==> config.mk <==
export PLATFORM = sky130hd
export DESIGN_NAME = rsi_top
export DESIGN_NICKNAME = d
export VERILOG_FILES = /design/src/rsi_pkg.sv /design/src/rsi_top.sv /design/src/rsi_buzzer.sv
export SDC_FILE = /design/constraint.sdc
export NUM_CORES = 1
export LEC_CHECK = 0
export CAP_MARGIN = 20
export CELL_PAD_IN_SITES_DETAIL_PLACEMENT = 0
export CELL_PAD_IN_SITES_GLOBAL_PLACEMENT = 1
export CORE_MARGIN = 4
export CORE_UTILIZATION = 45
export DETAILED_ROUTE_END_ITERATION = 16
export DONT_BUFFER_PORTS = 1
export HOLD_SLACK_MARGIN = 0.03
export PLACE_DENSITY_LB_ADDON = 0.1
export SYNTH_ARGS = -nofsm -noshare
export SYNTH_HDL_FRONTEND = slang
export SYNTH_HIERARCHICAL = 1
export SYNTH_SLANG_ARGS = --single-unit
==> constraint.sdc <==
create_clock -name CLK_SYS -period 2.5 [get_ports CLK_SYS]
set_input_delay 0.125 -clock CLK_SYS [delete_from_list [all_inputs] [get_ports CLK_SYS]]
set_output_delay 0.125 -clock CLK_SYS [all_outputs]
set_load 0.05 [all_outputs]
==> src/rsi_pkg.sv <==
package rsi_pkg;
  localparam int unsigned CLK_HZ        = 40_000_000;
  localparam int unsigned IND_TIME_MS   = 2000;
  localparam int unsigned BLINK_HALF_MS = 500;
  localparam int unsigned BURST_MS      = 100;
  localparam int unsigned GAP_MS        = 100;
  localparam int unsigned TONE_HZ       = 2000;
  localparam int unsigned IND_CYC       = CLK_HZ / 1000 * IND_TIME_MS;
  localparam int unsigned BLINK_CYC     = CLK_HZ / 1000 * BLINK_HALF_MS;
  localparam int unsigned BURST_CYC     = CLK_HZ / 1000 * BURST_MS;
  localparam int unsigned GAP_CYC       = CLK_HZ / 1000 * GAP_MS;
  localparam int unsigned TONE_HALF_CYC = CLK_HZ / (2 * TONE_HZ);
  localparam int unsigned CNT_W         = 27;
  localparam logic [1:0] LAMP_OFF   = 2'h0;
  localparam logic [1:0] LAMP_GREEN = 2'h1;
  localparam logic [1:0] LAMP_AMBER = 2'h2;
  localparam logic [1:0] LAMP_RED   = 2'h3;

  typedef struct packed {
    logic suspended;
    logic enumerated;
    logic auth_required;
    logic auth_ok;
    logic auth_fail;
    logic fw_update;
    logic fw_done;
  } rsi_link_t;

  typedef struct packed {
    logic swipe_done;
    logic swipe_good;
    logic card_has_data;
    logic kbd_mode;
    logic tx_done;
  } rsi_swipe_t;

  typedef enum logic [6:0] {
    ST_ENUM  = 7'h01,
    ST_AUTHW = 7'h02,
    ST_READY = 7'h04,
    ST_GOOD  = 7'h08,
    ST_BAD   = 7'h10,
    ST_LOCK  = 7'h20,
    ST_FW    = 7'h40
  } rsi_state_t;
endpackage

==> src/rsi_top.sv <==
`timescale 1ns/1ps
// Overview of operation
// RULE1 - lamp dark while host suspends device
// RULE2 - steady amber during enumeration after power-up
// RULE3 - auth level: steady green awaiting authentication
// RULE4 - auth success: slow green blink, swipes accepted
// RULE5 - auth failure: steady red until power cycle; fw_update with auth_fail in one cycle enters ST_FW, exited on fw_done
// RULE6 - no auth: steady green means ready
// RULE7 - good decode: green for two seconds
// RULE8 - bad decode: red for two seconds
// RULE9 - good read: two short 2 kHz bursts
// RULE10 - bad read: single buzz
// RULE11 - firmware update red, then brief off reset
// RULE12 - deliver result as HID or keystrokes
// RULE13 - rearm only after result fully sent
// RULE14 - timings from parameterised clock counters
module rsi_top
  import rsi_pkg::*;
(
  input  wire logic              CLK_SYS,
  input  wire logic              RST_B,
  input  wire rsi_pkg::rsi_link_t  LINK,
  input  wire rsi_pkg::rsi_swipe_t SWIPE,
  output logic [1:0]             LAMP,
  output logic                   BUZZ,
  output logic                   SWIPE_READY,
  output logic                   TX_HID,
  output logic                   TX_KBD,
  output logic                   SELF_RESET
);
  import rsi_pkg::*;

  rsi_state_t       st_q, st_d;
  logic [CNT_W-1:0] tmr_q, tmr_d;
  logic [CNT_W-1:0] blk_q, blk_d;
  logic             blink_q, blink_d;
  logic             txw_q, txw_d;
  logic             locked_q, locked_d;
  logic [1:0]       lamp_q, lamp_d;
  logic             rdy_q, rdy_d;
  logic             hid_q, hid_d;
  logic             kbd_q, kbd_d;
  logic             srst_q, srst_d;
  logic             bz_start, bz_double, tone;

  always_comb begin
    st_d     = st_q;
    tmr_d    = (tmr_q == '0) ? tmr_q : tmr_q - CNT_W'(1);
    txw_d    = txw_q;
    locked_d = locked_q;
    hid_d    = 1'b0;
    kbd_d    = 1'b0;
    srst_d   = 1'b0;
    bz_start = 1'b0;
    bz_double = 1'b0;
    if (SWIPE.tx_done) begin
      txw_d = 1'b0;
    end
    case (st_q)
      ST_ENUM: begin
        if (LINK.enumerated) begin
          st_d = LINK.auth_required ? ST_AUTHW : ST_READY;
        end
      end
      ST_AUTHW: begin
        if (LINK.auth_fail) begin
          st_d     = ST_LOCK; // [RULE5]
          locked_d = 1'b1;
        end else if (LINK.auth_ok) begin
          st_d = ST_READY; // [RULE4]
        end
      end
      ST_READY: begin
        if (SWIPE.swipe_done && !txw_q) begin
          bz_start  = 1'b1;
          bz_double = SWIPE.swipe_good; // [RULE9] [RULE10]
          tmr_d     = CNT_W'(IND_CYC - 1); // [RULE14]
          st_d      = SWIPE.swipe_good ? ST_GOOD : ST_BAD;
          if (SWIPE.card_has_data) begin
            txw_d = 1'b1;
            hid_d = !SWIPE.kbd_mode; // [RULE12]
            kbd_d = SWIPE.kbd_mode; // [RULE12]
          end
        end
      end
      ST_GOOD, ST_BAD: begin
        if (tmr_q == '0) begin
          st_d = ST_READY;
        end
      end
      ST_LOCK: begin
        st_d = ST_LOCK; // [RULE5]
      end
      ST_FW: begin
        if (LINK.fw_done) begin
          srst_d = 1'b1; // [RULE11]
          st_d   = ST_ENUM;
        end
      end
      default: st_d = ST_ENUM;
    endcase
    if (LINK.fw_update && !locked_q && st_q != ST_FW) begin
      st_d = ST_FW;
    end
  end

  always_comb begin
    blk_d   = blk_q - CNT_W'(1);
    blink_d = blink_q;
    if (blk_q == '0) begin
      blk_d   = CNT_W'(BLINK_CYC - 1); // [RULE14]
      blink_d = ~blink_q;
    end
    rdy_d = (st_q == ST_READY) && !txw_q && !LINK.suspended; // [RULE13]
    case (st_q)
      ST_ENUM:  lamp_d = LAMP_AMBER; // [RULE2]
      ST_AUTHW: lamp_d = LAMP_GREEN; // [RULE3]
      ST_READY: lamp_d = (LINK.auth_required && !blink_q) ? LAMP_OFF : LAMP_GREEN; // [RULE4] [RULE6]
      ST_GOOD:  lamp_d = LAMP_GREEN; // [RULE7]
      ST_BAD:   lamp_d = LAMP_RED; // [RULE8]
      ST_LOCK:  lamp_d = LAMP_RED; // [RULE5]
      ST_FW:    lamp_d = (LINK.fw_done) ? LAMP_OFF : LAMP_RED; // [RULE11]
      default:  lamp_d = LAMP_OFF;
    endcase
    if (LINK.suspended) begin
      lamp_d = LAMP_OFF; // [RULE1]
    end
  end

  always_ff @(posedge CLK_SYS or negedge RST_B) begin
    if (!RST_B) begin
      st_q     <= ST_ENUM;
      tmr_q    <= '0;
      blk_q    <= '0;
      blink_q  <= 1'b0;
      txw_q    <= 1'b0;
      locked_q <= 1'b0;
      lamp_q   <= LAMP_OFF;
      rdy_q    <= 1'b0;
      hid_q    <= 1'b0;
      kbd_q    <= 1'b0;
      srst_q   <= 1'b0;
    end else begin
      st_q     <= st_d;
      tmr_q    <= tmr_d;
      blk_q    <= blk_d;
      blink_q  <= blink_d;
      txw_q    <= txw_d;
      locked_q <= locked_d;
      lamp_q   <= lamp_d;
      rdy_q    <= rdy_d;
      hid_q    <= hid_d;
      kbd_q    <= kbd_d;
      srst_q   <= srst_d;
    end
  end

  rsi_buzzer u_buzzer (
    .clk    (CLK_SYS),
    .rst_b  (RST_B),
    .start  (bz_start),
    .double (bz_double),
    .tone   (tone)
  );

  assign LAMP        = lamp_q;
  assign BUZZ        = tone;
  assign SWIPE_READY = rdy_q;
  assign TX_HID      = hid_q;
  assign TX_KBD      = kbd_q;
  assign SELF_RESET  = srst_q;
endmodule // rsi_top

==> src/rsi_buzzer.sv <==
`timescale 1ns/1ps
module rsi_buzzer
  import rsi_pkg::*;
(
  input  wire logic clk,
  input  wire logic rst_b,
  input  wire logic start,
  input  wire logic double,
  output logic      tone
);
  logic [CNT_W-1:0] cnt_q, cnt_d;
  logic [15:0]      div_q, div_d;
  logic [1:0]       left_q, left_d;
  logic             on_q, on_d;
  logic             tone_q, tone_d;

  always_comb begin
    cnt_d  = cnt_q;
    div_d  = div_q;
    left_d = left_q;
    on_d   = on_q;
    tone_d = 1'b0;
    if (start) begin
      left_d = double ? 2'h2 : 2'h1; // [RULE9] [RULE10]
      on_d   = 1'b1;
      cnt_d  = CNT_W'(BURST_CYC - 1);
      div_d  = '0;
    end else if (left_q != 2'h0) begin
      if (on_q) begin
        if (div_q == 16'(TONE_HALF_CYC - 1)) begin
          div_d = '0;
        end else begin
          div_d = div_q + 16'h1;
        end
        tone_d = (div_q == 16'(TONE_HALF_CYC - 1)) ? ~tone_q : tone_q; // [RULE9] [RULE14]
      end
      if (cnt_q == '0) begin
        if (on_q) begin
          left_d = left_q - 2'h1;
          on_d   = 1'b0;
          cnt_d  = CNT_W'(GAP_CYC - 1);
        end else begin
          on_d  = 1'b1;
          cnt_d = CNT_W'(BURST_CYC - 1);
        end
      end else begin
        cnt_d = cnt_q - CNT_W'(1);
      end
    end
  end

  always_ff @(posedge clk or negedge rst_b) begin
    if (!rst_b) begin
      cnt_q  <= '0;
      div_q  <= '0;
      left_q <= 2'h0;
      on_q   <= 1'b0;
      tone_q <= 1'b0;
    end else begin
      cnt_q  <= cnt_d;
      div_q  <= div_d;
      left_q <= left_d;
      on_q   <= on_d;
      tone_q <= tone_d;
    end
  end

  assign tone = tone_q;
endmodule // rsi_buzzer

==> out/metrics.yaml, run 1 <==
seq_area_frac_synth: 0.4679
comb_power_share: 0.257
syn2layout_area_growth_pct: 20.99
post-route-util: 0.5630
slew_viol_final: 0
grt_use_total: 0.1959
htree_levels: 4
yosys.area_share.simple: 0.2784
seqPwrFrac: 0.389
critical-path-max-stage-delay_ps: 530
detail_route.wl_per_cell_um: 16.22
synth-seq-cells: 117
synth.net_count: 687
nNetsFinal: 748
clock_skew_ps: 11.36
drv_cap: 0
cts_hold_buf: 10
synthMuxAreaShare: 0.009594
cts.clk_slew.worst_paths_ps: 60
synthFlopType: "dfrtp_1"
drt_iter0_drc: 450
num_antenna_cells: 0
io_buffers: 0
ir_drop_v: 0.0005134
synth_top_family_by_area: "simple AND/OR/NAND/NOR gates"
io_pins: 21
worst_setup_path_start_kind: "register"
power.density_nw_per_um2: 989.0
r2r-end: "tmr_q[23]"
drt-total-wl_mm: 14.86
fp-row-count: 42
seqCellArea_sq_um: 2929
ys_warn_count: 6
worstSetupPathType: "reg -> reg"
p_leak_nw: 3.049
power_mw: 7.490
grt_pass1_vias: 5146
fmax_ghz: 0.4067
p_sw_frac: 0.3235
synth_xor_area_frac: 0.07695
status: "complete, but fails checks"
cp.depth: 5
cp.required_ps: 2850
dp_cells: 872
cpMostUsedCell: "or4_4"
drive_above_1_share: 0.1514
drt_pass1_iterations: 5
final_area_sq_um: 7574
setup_viol: 0
maxSlewHeadroom: 0.5282
gp_congestion: 0.8944
synth_fa_ha_area_frac: 0.01399
period_needed_ps: 2459
drc_errors: 0
synth_cell_types: 66
violations: "negative hold slack"
switching_power_mw: 2.423
p_int_mw: 5.067
critPathTopFamily: "simple AND/OR/NAND/NOR gates"
vias_per_cell: 5.704
holdWs_ps: -599.0
die_w_um: 125.9
die_h_um: 125.9
crit_slowest_cell: "or4_4"
path_buf_inv: 0
overflow: 0
r2r_slack_ps: 40
r2r_cells: 5
worstPathArrival_ps: 2810
crit_path_start: "tmr_q[14]"
clk_latency_ps: 420
worst_pin_slew_ps: 702.3
timing.final.crit_share: 0.9836
end_kind: "register"
r2r_start: "tmr_q[14]"
cts-root-buf: "clkbuf_16"
rsz0062_at_grt: "yes"
power_frac_clock: 0.354
cts_buffers: 17
synth-async-reset-ratio: 1.000
grt_pass1_wl_mm: 25.39
worstPathMaxFanout: 3
hold_viol: 117
syn-cell-area_sq_um: 6260
dp_hpwl_mm: 10.01
avgSynthCellArea_sq_um: 9.399
synth_edf_count: 0
dieArea_sq_um: 15860
antenna_found_initial: 0
clock_sinks: 117
min_path_type: "in -> async"
core_sq_um: 13450
ant_nets: 0
fin_cells: 916
synth_cells: 666
start_util: 0.4653
post_dp_cell_area_sq_um: 6763
fin_tns_setup_ps: 0
cts_tree: "done"
crit_chain: "or4_4, or4_4, or4_4, or4_1, nand3_1"
dr_total_vias: 5225
preCtsSetupSlack_ps: 3.617
clockBufferDepth: 2
synth_compound_area_frac: 0.1219
fin_ws_ps: 41.06
n_fill_cell: 1217
multi_input_area_sq_um: 3179
grt_max_degree: 118
## cells in the mapped netlist (4+ instances only)
cell	instances	share of area
or2_2	5	0.0050
a21boi_0	4	0.0048
o211ai_1	4	0.0048
a211oi_1	6	0.0072
o31ai_1	13	0.016
nand4b_1	4	0.0056
a21oi_1	19	0.015
nor2b_1	4	0.0040
mux2i_1	6	0.0096
nand2b_1	11	0.011
nor3_1	38	0.030
nor3b_1	7	0.0084
inv_1	21	0.013
or3_1	22	0.022
nor2_1	71	0.043
and3_1	6	0.0060
a31oi_1	4	0.0040
nand2_1	56	0.034
clkbuf_1	11	0.0066
or4_4	6	0.011
dfrtp_1	116	0.46
xnor2_1	37	0.052
xor2_1	18	0.025
nor4_1	28	0.028
or4_1	17	0.020
nand3_1	27	0.022
nand4_1	12	0.012
ha_1	7	0.014
o21ai_0	27	0.022
o22ai_1	5	0.0050
## kinds of logic after synthesis
group                    count (synthesis)
multiplexers                             6
AO/OA/AOI/OAI                          111
XOR/XNOR                                55
AND/OR/NAND/NOR                        327
flip-flops                             117
adder cells (fa/ha/maj)                  7
buffers and inverters                   43
## state kept, by name, summed over array words and instances, names as in the netlist, 2 cells and up
register,flops
tmr_q,27
u_buzzer/cnt_q,27
u_buzzer/left_q,2
st_q,7
blk_q,27
LAMP,2
u_buzzer/div_q,16
## layout make-up
class	instances	share of cell area
multi-input combinational	506	0.4198
sequential	117	0.3868
timing repair buffer	63	0.06740
clock buffer	24	0.06625
tap	176	0.02908
clock inverter	8	0.01933
inverter	22	0.01140
## layer usage
layer	track usage	vias to the layer above	wire, um
met1	0.2701	2561	7097
met2	0.3023	84	7111
li1	-	2561	-
met3	0.04784	19	457
met4	0.07003	0	194
met5	0	-	0
## worst register-to-register path: cells and delay by family, from the launching register on
kind             cells  cell delay [ps]
and+or+nand+nor      5             2020
DFF                  1              370
## layout by cell type, fill, tap and decap left out, drive strengths merged, types with 5 or more instances in the layout
master / n
dfrtp: 116
nor2: 71
nand2: 56
buf: 53
nor3: 38
xnor2: 37
nor4: 28
o21ai: 28
nand3: 27
clkbuf: 24
or4: 24
or3: 23
inv: 20
a21oi: 20
xor2: 18
o31ai: 14
nand4: 12
nand2b: 11
dlygate4sd3: 10
nor3b: 7
ha: 7
and3: 6
a211oi: 6
mux2i: 6
or2: 6
o22ai: 5
## what timing repair did
item,CTS,global route
hold endpoints to repair,133,117
endpoints found under the setup margin,8,32
setup buffers,0,2
gates resized for setup,1,10
## power by group through the flow
stage               combinational (mW)  clock, mW  sequential, mW
finish                            1.93       2.65            2.91
global route                      2.16       2.81            2.98
CTS                               1.91       2.71            2.90
detailed placement                1.89          0            2.92
global placement                  1.84          0            2.91
floorplan                         1.36          0            2.82
## how the worst max path moves through the flow
stage	end	slack (ps)
after detailed placement	blk_q[7]	4
after CTS	tmr_q[26]	2
after global routing	blk_q[13]	-20
after global placement	st_q[4]	70
after floorplan	tmr_q[23]	8
final	tmr_q[23]	40
Note: power is estimated with default switching activity, not from simulation.
==> run 2: changes to the inputs <==
--- a/config.mk
+++ b/config.mk
@@ -9,7 +9,8 @@
 export CELL_PAD_IN_SITES_DETAIL_PLACEMENT = 0
 export CELL_PAD_IN_SITES_GLOBAL_PLACEMENT = 1
 export CORE_MARGIN = 4
-export CORE_UTILIZATION = 45
+export CORE_UTILIZATION = 47
+export CTS_BUF_LIST = sky130_fd_sc_hd__clkbuf_4 sky130_fd_sc_hd__clkbuf_8
 export DETAILED_ROUTE_END_ITERATION = 16
 export DONT_BUFFER_PORTS = 1
 export HOLD_SLACK_MARGIN = 0.03
==> run 2 against run 1 <==
The flow still finishes with violations (negative hold slack). Global-route usage up 0.98 points. Flip-flop and latch count stayed put. Hold slack got worse by 32 ps. Final cell count decreased by 0.11%. Non-clock buffer count increased by 3. Critical path depth unchanged. Core utilization rose by 0.84 points. Combinational power about the same. Sequential power hardly changed. Cell area down 3.2%. Via count shrank 0.75%. Register-to-register slack got worse by 20 ps.
==> out/metrics.yaml, run 2 (synthesis gave the netlist of run 1 again) <==
comb_power_share: 0.298
cts_tree: "done"
drt_pass1_iterations: 5
p_leak_nw: 2.953
grt_max_degree: 118
clock_sinks: 117
grt_use_total: 0.2057
cts_hold_buf: 12
dp_cells: 870
drive_above_1_share: 0.1534
clockBufferDepth: 2
grt_pass1_vias: 5034
power_frac_clock: 0.255
core_sq_um: 12820
start_util: 0.4881
seqPwrFrac: 0.447
reg_top3: "blk_q (27), tmr_q (27), u_buzzer/cnt_q (27)"
worstPathArrival_ps: 2860
nNetsFinal: 751
switching_power_mw: 2.297
p_sw_frac: 0.3539
r2r_slack_ps: 20
detail_route.wl_per_cell_um: 15.72
htree_levels: 4
min_path_type: "in -> async"
cp.required_ps: 2880
final_area_sq_um: 7328
hold_viol: 117
slew_viol_final: 0
grt_pass1_wl_mm: 24.60
num_antenna_cells: 0
maxSlewHeadroom: 0.5034
drt-total-wl_mm: 14.38
dr_total_vias: 5186
fin_cells: 915
setup_viol: 0
dieArea_sq_um: 15230
gp_congestion: 0.9159
overflow: 0
drv_cap: 0
worstSetupPathType: "reg -> reg"
n_fill_cell: 1145
status: "complete, but fails checks"
p_int_mw: 4.194
fin_ws_ps: 16.39
cts_buffers: 17
timing.final.crit_share: 0.9934
worst_pin_slew_ps: 742.2
rsz0062_at_grt: "yes"
fp-row-count: 41
ant_nets: 0
cts-root-buf: "clkbuf_8"
worst_setup_path_start_kind: "register"
ir_drop_v: 0.0005083
vias_per_cell: 5.668
drt_iter0_drc: 386
seqCellArea_sq_um: 2929
power.density_nw_per_um2: 885.7
violations: "negative hold slack"
drc_errors: 0
dp_hpwl_mm: 9.847
clk_latency_ps: 450
clock_skew_ps: 12.23
multi_input_area_sq_um: 3173
die_h_um: 123.4
final_cell_mix: "dfrtp_1, nor2_1, nand2_1"
syn2layout_area_growth_pct: 17.07
antenna_found_initial: 0
cts.clk_slew.worst_paths_ps: 70
holdWs_ps: -630.6
period_needed_ps: 2484
preCtsSetupSlack_ps: 8.701
io_pins: 21
die_w_um: 123.4
post_dp_cell_area_sq_um: 6773
worstPathMaxFanout: 2
io_buffers: 0
end_kind: "register"
fmax_ghz: 0.4026
final_common_cell: "dfrtp_1"
-- run 2: changes by cell type in the layout (fill, tap and decap cells not counted), sizes merged --
| cell | change |
|---|---|
| buf | +1 |
| bufinv | -4 |
| clkbuf | +5 |
| clkinvlp | -1 |
| dlygate4sd3 | +2 |
-- run 2: power groups by stage --
| stage | combinational [mW] | clock, mW | sequential [mW] |
|---|---|---|---|
| after floorplan | 1.36 | 0 | 2.82 |
| after global placement | 1.84 | 0 | 2.91 |
| after detailed placement | 1.89 | 0 | 2.92 |
| after CTS | 1.92 | 1.71 | 2.89 |
| after global routing | 2.18 | 1.79 | 2.98 |
| final | 1.93 | 1.65 | 2.90 |
-- run 2: layout make-up --
cell class	instances	area share
multi-input combinational	506	0.4330
sequential	117	0.3997
timing repair buffer	66	0.07393
clock buffer	29	0.05020
tap	172	0.02937
inverter	22	0.01178
clock inverter	3	0.002049
-- run 2: metal layers --
| metal | share of wire | vias up | GRT usage |
|---|---|---|---|
| met5 | 0 | - | 0 |
| met4 | 0.019 | 0 | 0.07889 |
| met3 | 0.027 | 23 | 0.04803 |
| met2 | 0.48 | 74 | 0.3225 |
| met1 | 0.47 | 2532 | 0.2775 |
| li1 | - | 2557 | - |
-- run 2: worst paths after layout --
check,from,to,cells after the start
max,tmr_q[14],tmr_q[23],5
min,RST_B,tmr_q[18],0
min reg2reg,blk_q[10],blk_q[10],1
max reg2reg,tmr_q[14],tmr_q[23],5
max in group asynchronous,RST_B,st_q[0],0
min in group CLK_SYS,SWIPE[4],u_buzzer/div_q[2],4
-- run 2: per-stage QoR --
stage / utilization / power [mW] / setup TNS [ps]
global route: 0.5714 / 6.947 / -29.12
CTS: 0.5677 / 6.514 / 0
detailed placement: 0.5281 / 4.803 / 0
global placement: 0.5281 / 4.750 / 0
floorplan: - / 4.176 / 0
finish: 0.5714 / 6.491 / 0
-- run 2: critical path: stages (launching register included) --
cell and delay [ps]:
dfrtp_1 380, or4_4 530, or4_4 500, or4_4 500, or4_4 430, nand3_2 80
-- run 2: what timing repair did --
item / in CTS / in global routing
setup buffers: 0 / 1
pin swaps: 0 / 2
endpoints found under the setup margin: 1 / 12
resized for setup: 1 / 8
endpoints found under the hold margin: 134 / 117
